<file path="src/hdl/alsm_defines.svh">
/*
 * limit switch monitor constants: parameter addresses, reset values, encodings.
 * assumes inclusion by bare name from the design files.
 */
`ifndef ALSM_DEFINES_SVH
`define ALSM_DEFINES_SVH

// *****************************
// parameter addresses
// *****************************
`define ALSM_ADDR_HOMING_EVAL   16'h061C
`define ALSM_ADDR_NEG_EVAL      16'h061E
`define ALSM_ADDR_POS_EVAL      16'h0620
`define ALSM_ADDR_STATUS        16'h0622

// *****************************
// reset values and encodings
// *****************************
`define ALSM_EVAL_RESET         16'h0001
`define ALSM_EVAL_INACTIVE      16'h0000
`define ALSM_EVAL_NC            16'h0001
`define ALSM_EVAL_NO            16'h0002

// *****************************
// status field positions
// *****************************
`define ALSM_ST_POS_HIT         0
`define ALSM_ST_NEG_HIT         1
`define ALSM_ST_HOME_HIT        2
`define ALSM_ST_STOP            3

`endif

</file>
<file path="src/hdl/alsm_pkg.sv">
/*
 * types shared by the limit switch monitor modules.
 * assumes the defines header is available.
 */
package alsm_pkg;

	typedef logic [15:0] alsm_word_t;

	// stop state machine, gray along run -> stopped -> jog out
	typedef enum logic [1:0] {
		ALSM_RUN     = 2'b00,
		ALSM_STOPPED = 2'b01,
		ALSM_JOG_OUT = 2'b11
	} alsm_state_e;

endpackage

</file>
<file path="src/hdl/alsm_eval_if.sv">
/*
 * interface carrying one switch evaluation: setting, raw input, result.
 * assumes a single clock domain.
 */
`timescale 1ns/10ps

interface alsm_eval_if;
	alsm_pkg::alsm_word_t setting;
	logic                 raw;
	logic                 hit;

	modport src (output setting, output raw, input hit);
	modport evl (input setting, input raw, output hit);
endinterface

</file>
<file path="src/hdl/alsm_limit_monitor.sv">
/*
 * axis limit switch monitor: positive/negative limit and homing switch
 * evaluation, motor stop and jog-out release, fieldbus parameter access.
 * assumes inputs synchronous to clk and a word-wide parameter port.
 */
`timescale 1ns/10ps
`include "alsm_defines.svh"

module alsm_limit_monitor (
	// clock and reset
	input  wire logic                 clk,
	input  wire logic                 rst,
	// switch inputs
	input  wire logic                 positive_limit_input,
	input  wire logic                 negative_limit_input,
	input  wire logic                 homing_switch_input,
	// motion state
	input  wire logic                 homing_active,
	input  wire logic                 jog_mode,
	input  wire logic                 move_dir_pos,
	input  wire logic                 move_req,
	// parameter access
	input  wire logic                 par_wr,
	input  wire logic                 par_rd,
	input  wire logic [15:0]          par_addr,
	input  wire alsm_pkg::alsm_word_t par_wdata,
	output alsm_pkg::alsm_word_t      par_rdata,
	output logic                      par_err,
	// results
	output logic                      motor_stop,
	output logic                      move_allow,
	output logic                      pos_limit_hit,
	output logic                      neg_limit_hit,
	output logic                      homing_switch_hit
);

	alsm_pkg::alsm_word_t  home_eval_q;
	alsm_pkg::alsm_word_t  neg_eval_q;
	alsm_pkg::alsm_word_t  pos_eval_q;
	alsm_pkg::alsm_word_t  rdata_d;
	alsm_pkg::alsm_state_e state_q;
	alsm_pkg::alsm_state_e state_d;
	logic                  err_d;
	logic                  limit_hit;
	logic                  jog_away;
	alsm_pkg::alsm_word_t  status_w;

	alsm_eval_if pos_ch ();
	alsm_eval_if neg_ch ();
	alsm_eval_if home_ch ();

	function automatic logic limit_code_ok(input alsm_pkg::alsm_word_t v);
		return v == `ALSM_EVAL_INACTIVE || v == `ALSM_EVAL_NC || v == `ALSM_EVAL_NO;
	endfunction

	function automatic logic home_code_ok(input alsm_pkg::alsm_word_t v);
		return v == `ALSM_EVAL_NC || v == `ALSM_EVAL_NO;
	endfunction

	// *****************************
	// parameter writes
	// *****************************
	always_ff @(posedge clk) begin
		if (rst)
			neg_eval_q <= `ALSM_EVAL_RESET;
		else if (par_wr && par_addr == `ALSM_ADDR_NEG_EVAL && limit_code_ok(par_wdata))
			neg_eval_q <= par_wdata;
	end

	always_ff @(posedge clk) begin
		if (rst)
			pos_eval_q <= `ALSM_EVAL_RESET;
		else if (par_wr && par_addr == `ALSM_ADDR_POS_EVAL && limit_code_ok(par_wdata))
			pos_eval_q <= par_wdata;
	end

	// homing setting never takes the inactive code
	always_ff @(posedge clk) begin
		if (rst)
			home_eval_q <= `ALSM_EVAL_RESET;
		else if (par_wr && par_addr == `ALSM_ADDR_HOMING_EVAL && home_code_ok(par_wdata))
			home_eval_q <= par_wdata;
	end

	// *****************************
	// parameter reads and error
	// *****************************
	always_comb begin
		rdata_d = 16'h0000;
		err_d   = 1'b0;
		unique case (par_addr)
			`ALSM_ADDR_HOMING_EVAL: begin
				rdata_d = home_eval_q;
				err_d   = par_wr && !home_code_ok(par_wdata);
			end
			`ALSM_ADDR_NEG_EVAL: begin
				rdata_d = neg_eval_q;
				err_d   = par_wr && !limit_code_ok(par_wdata);
			end
			`ALSM_ADDR_POS_EVAL: begin
				rdata_d = pos_eval_q;
				err_d   = par_wr && !limit_code_ok(par_wdata);
			end
			`ALSM_ADDR_STATUS: begin
				rdata_d = status_w;
				err_d   = par_wr;
			end
			default: err_d = par_wr || par_rd;
		endcase
		if (!(par_wr || par_rd))
			err_d = 1'b0;
	end

	always_ff @(posedge clk) begin
		if (rst)
			par_rdata <= 16'h0000;
		else if (par_rd)
			par_rdata <= rdata_d;
	end

	always_ff @(posedge clk) begin
		if (rst)
			par_err <= 1'b0;
		else
			par_err <= err_d;
	end

	// *****************************
	// switch evaluation
	// *****************************
	assign pos_ch.setting  = pos_eval_q;
	assign pos_ch.raw      = positive_limit_input;
	assign neg_ch.setting  = neg_eval_q;
	assign neg_ch.raw      = negative_limit_input;
	assign home_ch.setting = home_eval_q;
	assign home_ch.raw     = homing_switch_input;

	// inactive setting yields no hit inside the evaluator
	alsm_switch_eval u_pos (
		.clk    (clk),
		.rst    (rst),
		.enable (1'b1),
		.ch     (pos_ch)
	);
	alsm_switch_eval u_neg (
		.clk    (clk),
		.rst    (rst),
		.enable (1'b1),
		.ch     (neg_ch)
	);
	alsm_switch_eval u_home (
		.clk    (clk),
		.rst    (rst),
		.enable (homing_active),
		.ch     (home_ch)
	);

	assign pos_limit_hit     = pos_ch.hit;
	assign neg_limit_hit     = neg_ch.hit;
	assign homing_switch_hit = home_ch.hit;

	// *****************************
	// status word
	// *****************************
	always_comb begin
		status_w                    = 16'h0000;
		status_w[`ALSM_ST_POS_HIT]  = pos_ch.hit;
		status_w[`ALSM_ST_NEG_HIT]  = neg_ch.hit;
		status_w[`ALSM_ST_HOME_HIT] = home_ch.hit;
		status_w[`ALSM_ST_STOP]     = motor_stop;
	end

	// *****************************
	// stop and jog-out release
	// *****************************
	assign limit_hit = pos_ch.hit || neg_ch.hit;
	// moving away means opposite direction of every active limit
	assign jog_away  = jog_mode && !(pos_ch.hit && move_dir_pos)
	                   && !(neg_ch.hit && !move_dir_pos);

	always_comb begin
		state_d = state_q;
		unique case (state_q)
			alsm_pkg::ALSM_RUN:
				if (limit_hit)
					state_d = alsm_pkg::ALSM_STOPPED;
			alsm_pkg::ALSM_STOPPED:
				if (!limit_hit)
					state_d = alsm_pkg::ALSM_RUN;
				else if (jog_away && move_req)
					state_d = alsm_pkg::ALSM_JOG_OUT;
			alsm_pkg::ALSM_JOG_OUT:
				if (!limit_hit)
					state_d = alsm_pkg::ALSM_RUN;
				else if (!jog_away)
					state_d = alsm_pkg::ALSM_STOPPED;
			default: state_d = alsm_pkg::ALSM_STOPPED;
		endcase
	end

	// *****************************
	// state register
	// *****************************
	always_ff @(posedge clk) begin
		if (rst)
			state_q <= alsm_pkg::ALSM_RUN;
		else
			state_q <= state_d;
	end

	// *****************************
	// outputs
	// *****************************
	// stop flag registered alongside the state
	always_ff @(posedge clk) begin
		if (rst)
			motor_stop <= 1'b0;
		else
			motor_stop <= (state_d == alsm_pkg::ALSM_STOPPED);
	end

	assign move_allow = move_req && (state_q == alsm_pkg::ALSM_RUN
	                    || (state_q == alsm_pkg::ALSM_JOG_OUT && jog_away));

endmodule // alsm_limit_monitor

</file>
<file path="src/hdl/alsm_switch_eval.sv">
/*
 * evaluates one switch input against its setting, registered result.
 * assumes the input is synchronous to clk.
 */
`timescale 1ns/10ps
`include "alsm_defines.svh"

module alsm_switch_eval (
	// clock and reset
	input  wire logic clk,
	input  wire logic rst,
	// gating (homing only or always)
	input  wire logic enable,
	// evaluation channel
	alsm_eval_if.evl  ch
);

	logic hit_q;
	logic hit_d;

	// *****************************
	// contact polarity
	// *****************************
	always_comb begin
		hit_d = 1'b0;
		if (enable) begin
			if (ch.setting == `ALSM_EVAL_NC)
				hit_d = ~ch.raw;
			else if (ch.setting == `ALSM_EVAL_NO)
				hit_d = ch.raw;
		end
	end

	always_ff @(posedge clk) begin
		if (rst)
			hit_q <= 1'b0;
		else
			hit_q <= hit_d;
	end

	assign ch.hit = hit_q;

endmodule // alsm_switch_eval

</file>
<file path="config.mk">
export PLATFORM = sky130hd
export DESIGN_NAME = alsm_limit_monitor
export DESIGN_NICKNAME = d
export VERILOG_FILES = /design/src/hdl/alsm_pkg.sv /design/src/hdl/alsm_eval_if.sv /design/src/hdl/alsm_limit_monitor.sv /design/src/hdl/alsm_switch_eval.sv
export VERILOG_INCLUDE_DIRS = /design/src /design/src/hdl
export SDC_FILE = /design/constraint.sdc
export NUM_CORES = 1
export LEC_CHECK = 0
export BUFFER_PORTS_ARGS = -buffer_cell sky130_fd_sc_hd__clkbuf_2
export CORE_MARGIN = 4
export CORE_UTILIZATION = 55
export CTS_BUF_LIST = sky130_fd_sc_hd__clkbuf_8
export DETAILED_ROUTE_END_ITERATION = 7
export GPL_TIMING_DRIVEN = 1
export PLACE_DENSITY = 0.81
export SKIP_LAST_GASP = 1
export SLEW_MARGIN = 0
export SYNTH_ARGS = -nofsm -noshare
export SYNTH_HDL_FRONTEND = slang
export SYNTH_SLANG_ARGS = --single-unit
</file>
<file path="constraint.sdc">
create_clock -name clk -period 5.6 [get_ports clk]
set_input_delay 0.56 -clock clk [delete_from_list [all_inputs] [get_ports clk]]
set_output_delay 0.56 -clock clk [all_outputs]
set_load 0.02 [all_outputs]
</file>
# After elaboration in Yosys (flattened, before gate mapping)
# Cells that the tools add are included.
# W data, S select, Z words.
classes:
  bitwise: 5
  n_eq_ne: 15
  n_mux: 14
  n_reduce_logical: 31
ops:
  columns: ["op", "count"]
  rows:
  - ["$eq A16 B1 Y1 const B", 4]
  - ["$eq A16 B11 Y1 const B", 4]
  - ["$eq A16 B2 Y1 const B", 4]
  - ["$pmux W16 S4", 1]
  - ["$logic_not A16 Y1", 1]
  - ["$logic_and A1 B1 Y1", 15]
  - ["$mux W2", 5]
  - ["$logic_or A1 B1 Y1", 6]
  - ["$mux W1", 6]
  - ["$pmux W2 S3", 1]
  - ["$reduce_or A2 Y1", 3]
  - ["$logic_not A1 Y1", 5]
  - ["$not A1 Y1", 5]
  - ["$eq A2 B1 Y1 const B", 2]
  - ["$pmux W1 S3", 1]
  - ["$eq A2 B2 Y1 const B", 1]
  - ["$logic_not A2 Y1", 1]
totals:
  register_bits: 71
  input_bits: 43
  wordCells: 75
  output_inout_bits: 22

# Longest topological paths before layout
depth:
  word_depth: 9
  mapped_depth: 6
  mapped_depth_nobuf: 4

# Hierarchy
# From an unflattened synthesis, not the netlist that was laid out.
unflattened:
  cells_unflattened: 284
  hier_area_um2: 2977.9
by_module_without_submodules:
  columns: ["mod", "cells_each", "area_each_um2", "seq_area_each_um2", "instances"]
  rows:
  - ["alsm_limit_monitor", 257, 2733.9, 1361.3, 1]
  - ["alsm_switch_eval", 9, 81.3, 20.0, 3]

# Worst setup path after synthesis
# No wires, ideal clock.
synth_path:
  path_kind: "input-to-reg"
  startpoint: "in par_addr[12]"
  endpoint: "reg home_eval_q[1], in the netlist home_ch.setting[1]"
  arrival_ns: 2.335
  cell_stages: 5
  setup_time_ns: 0.122
  n_path_buf: 1
  t_required_ns: 5.478
  slack_ns: 3.143
  cell_sequence: "or4_4 > or4_1 > buf_2 > or2_1 > a311o_1"
synth_between:
  elab_chain_cells: 3
synth_lines:
  columns: ["element", "line_no", "text"]
  rows:
  - ["from (decl)", "alsm_limit_monitor.sv:25", "input wire logic [15:0] par_addr,"]
  - ["$eq A16 B11 Y1", null, null]
  - ["$logic_and A1 B1 Y1 (no line)", null, null]
  - ["$logic_and A1 B1 Y1", "alsm_limit_monitor.sv:81", "else if (par_wr && par_addr == `ALSM_ADDR_HOMING_EVAL && home_code_ok(par_wdata))"]
  - ["to (signal assigned)", "alsm_limit_monitor.sv:80", "home_eval_q <= `ALSM_EVAL_RESET;"]
  - ["to (signal assigned)", "alsm_limit_monitor.sv:82", "home_eval_q <= par_wdata;"]
  - ["to (decl)", "alsm_limit_monitor.sv:37", "alsm_pkg::alsm_word_t home_eval_q;"]
# Every way passes these cells.
# A chain may end at the register's enable or synchronous reset.

# Worst setup path after layout
layout_path:
  startpoint: "in par_addr[1]"
  endpoint: "reg pos_eval_q[3], in the netlist pos_ch.setting[3]"
layout_between:
  elab_chain_cells: 3
layout_lines:
  columns: ["element", "line_no", "text"]
  rows:
  - ["$eq A16 B11 Y1", null, null]
  - ["$logic_and A1 B1 Y1 (no line)", null, null]
  - ["$logic_and A1 B1 Y1", "alsm_limit_monitor.sv:73", "else if (par_wr && par_addr == `ALSM_ADDR_POS_EVAL && limit_code_ok(par_wdata))"]
  - ["to (signal assigned)", "alsm_limit_monitor.sv:72", "pos_eval_q <= `ALSM_EVAL_RESET;"]
  - ["to (signal assigned)", "alsm_limit_monitor.sv:74", "pos_eval_q <= par_wdata;"]
  - ["to (decl)", "alsm_limit_monitor.sv:39", "alsm_pkg::alsm_word_t pos_eval_q;"]
# Every way passes these cells.

==> impl_metrics.toml <==
[logic_synthesis]
synth_top_area_share_pct = 50.5
avgSynthCellArea_um2 = 9.75
yosysWarnings = 0
synth_area_um2 = 2820
async_reset_ff_share_pct = 0
synth_edf_count = 0
yosys.area.top_type = "dfxtp_1"
synth_top_flop_cell = "dfxtp_1"
synth_cells = 289
synthTopCellsByArea = "dfxtp_1, and2_1, mux2i_1, mux2_2, nor4_1"
ys_seq_area_share_pct = 50.5
synth_fp_nets = 332
yosys_register_bits = 71
synth.distinct_cells = 36

[clock_network]
clock_latency_ps = 350
clk_pin_slew_worst_paths_ps = 70
clockRootBuffer = "clkbuf_8"
clockBufferDepth = 2
cts_tree = "built"
cts_sinks = 71
cts_max_level = 3
postCtsSetupBuffers = 0
cts-resized-gates = 0
cts_made_buffers = 9
ctsHoldBuffers = 0

[sta]
period_needed_ps = 2480
slew_viol_final = 0
timing.fmax_mhz = 404
rsz0062_at_grt = "false"
fin_tns_setup_ps = 0
worstMarginPinSlew_ps = 1070
finalSetupViolCount = 0
clock-skew-final_ps = 11.0
period_share_pct = 44.2
finalWorstSetupSlack_ps = 3120
finalHoldViolCount = 0
max-slew-margin-rel_pct = 28.3

[power]
power_density_nw_per_um2 = 296
p_leak_nw = 1.42
vdd_ir_drop_max_mv = 0.226

[worst_setup_path]
slowest_stage = "or4b_2"
path_cells = "clkbuf_2 -> or4b_2 -> nor4_2 -> buf_4 -> a31oi_1 -> and2_1"
worstSetupStartpointType = "input port"
r2r_end = "par_rdata[6]"
slowest_delay_ps = 760
critPathArrivalTime_ps = 2720
critical_path_class = "in -> reg"
cp_data_required_time_ps = 5840
r2r-start = "neg_ch.setting[6]"
path_max_fanout = 27
crit_path_end_kind = "flop"
reg2reg_slack_ps = 4540
reg2regPathDepth = 3

[floorplan]
start_util_pct = 58.1
die-area_um2 = 6330
die_y_um = 79.6
fp.dieW_um = 79.6
ioPinCount = 65
row_count = 25
core_um2 = 4850

[grt]
overflow = 0
grt_first_pass_wirelength_um = 11000
antenna_found_initial = 0
gr-usage-met3_pct = 6.66
track_usage_pct = 22.9
grt_busiest_layer = "met2"
use_met1_pct = 28.0
grt_pass1_vias = 2259
grt_max_degree = 28
met2_usage_pct = 38.4

[run]
maxCapViolations = 0

[routing]
routed_via_density = 5.58
drt_wl_total_um = 6650
avgRoutedWirePerCell_um = 15.7
drt_iter0_markers = 233
route.vias.total = 2364
firstDrtPassIters = 4
drc_errors = 0
final_antenna_net_count = 0

[worst_hold_path]
hp-start = "par_rdata[5]"
min_path_type = "reg -> reg"
min_to = "par_rdata[5]"
worstHoldPathCells = 2

[finish]
nets = 395
final_common_cell = "dfxtp_1"
diodes = 0
syn2layout_area_growth_pct = 20.8
layout_common_cells = "dfxtp_1, clkbuf_2, and2_1"
drive_gt1_share_pct = 27.7

[placement]
place_hpwl_um = 4950
gp_congestion = 0.821
io_buffers = 64
place_ws_ps = 2760

[status]
status = "finished clean"
[routing by layer]
layer	share of wire, %	vias to the layer above
li1	-	1177
met1	41	1100
met2	49	73
met3	7.4	14
met4	1.6	0
met5	0	-
[power by group]
group | internal, mW | leakage (nW) | total [mW] | switching [mW]
sequential | 0.507 | 0.573 | 0.509 | 0.00205
combinational | 0.0228 | 0.738 | 0.0531 | 0.0303
clock | 0.251 | 0.105 | 0.445 | 0.194
total | 0.781 | 1.42 | 1.01 | 0.226
[final cells by class]
class,count,area [um^2]
fill,383,1450
timing repair buffer,66,335
tap,67,83.8
clock inverter,7,97.6
inverter,3,11.3
clock buffer,9,124
sequential,71,1420
multi-input combinational,201,1330
[through the flow]
stage	cell area [um^2]	utilization [%]	power, mW	instances	hold slack (ps)
4_1_cts	3400	70.2	1.02	424	460
2_1_floorplan	2820	-	0.549	289	447
5_1_grt	3400	70.2	1.04	424	492
3_5_place_dp	3180	65.6	0.574	408	443
6_report	3400	70.2	1.01	424	457
3_3_place_gp	3180	65.6	0.573	408	436
[sequential cells by signal, indices dropped and copies added (netlist names)]
signal           count
u_home.ch.hit        1
u_pos.ch.hit         1
state_q              2
home_ch.setting     16
u_neg.ch.hit         1
motor_stop           1
par_err              1
pos_ch.setting      16
par_rdata           16
neg_ch.setting      16
[worst max path at each step]
stage | start | to | cells after the start
floorplan | par_addr[12] | home_ch.setting[1] | 5
global placement | par_addr[1] | pos_ch.setting[14] | 6
detailed placement | par_addr[1] | pos_ch.setting[3] | 6
CTS | par_addr[1] | pos_ch.setting[3] | 6
global route | par_addr[12] | home_ch.setting[12] | 5
finish | par_addr[1] | pos_ch.setting[3] | 6
[kinds of logic (layout without fill, tap and decap cells)]
family / Yosys count / after routing / synth area share (%)
AOI/OAI and AO/OA: 50 / 50 / 12.0
DFF: 71 / 71 / 50.5
and+or+nand+nor: 125 / 125 / 25.5
buffers and inverters: 17 / 85 / 2.31
muxes: 26 / 26 / 9.77
[worst max-delay path: cells and delay by family]
family,cells,cell delay [ps]
AOI/OAI and AO/OA,1,330
and+or+nand+nor,3,1200
buffers and inverters,2,620
[cell usage after synthesis, drive strengths merged (4+ instances only)]
cell / number
a22oi: 12
o22ai: 6
mux2: 12
nor4: 16
nand4: 5
dfxtp: 71
and2: 44
mux2i: 14
a21oi: 5
nand2: 20
a22o: 4
a211oi: 4
nor3: 5
o21ai: 12
clkbuf: 13
nor2: 17
(Power assumes the default switching activity.)
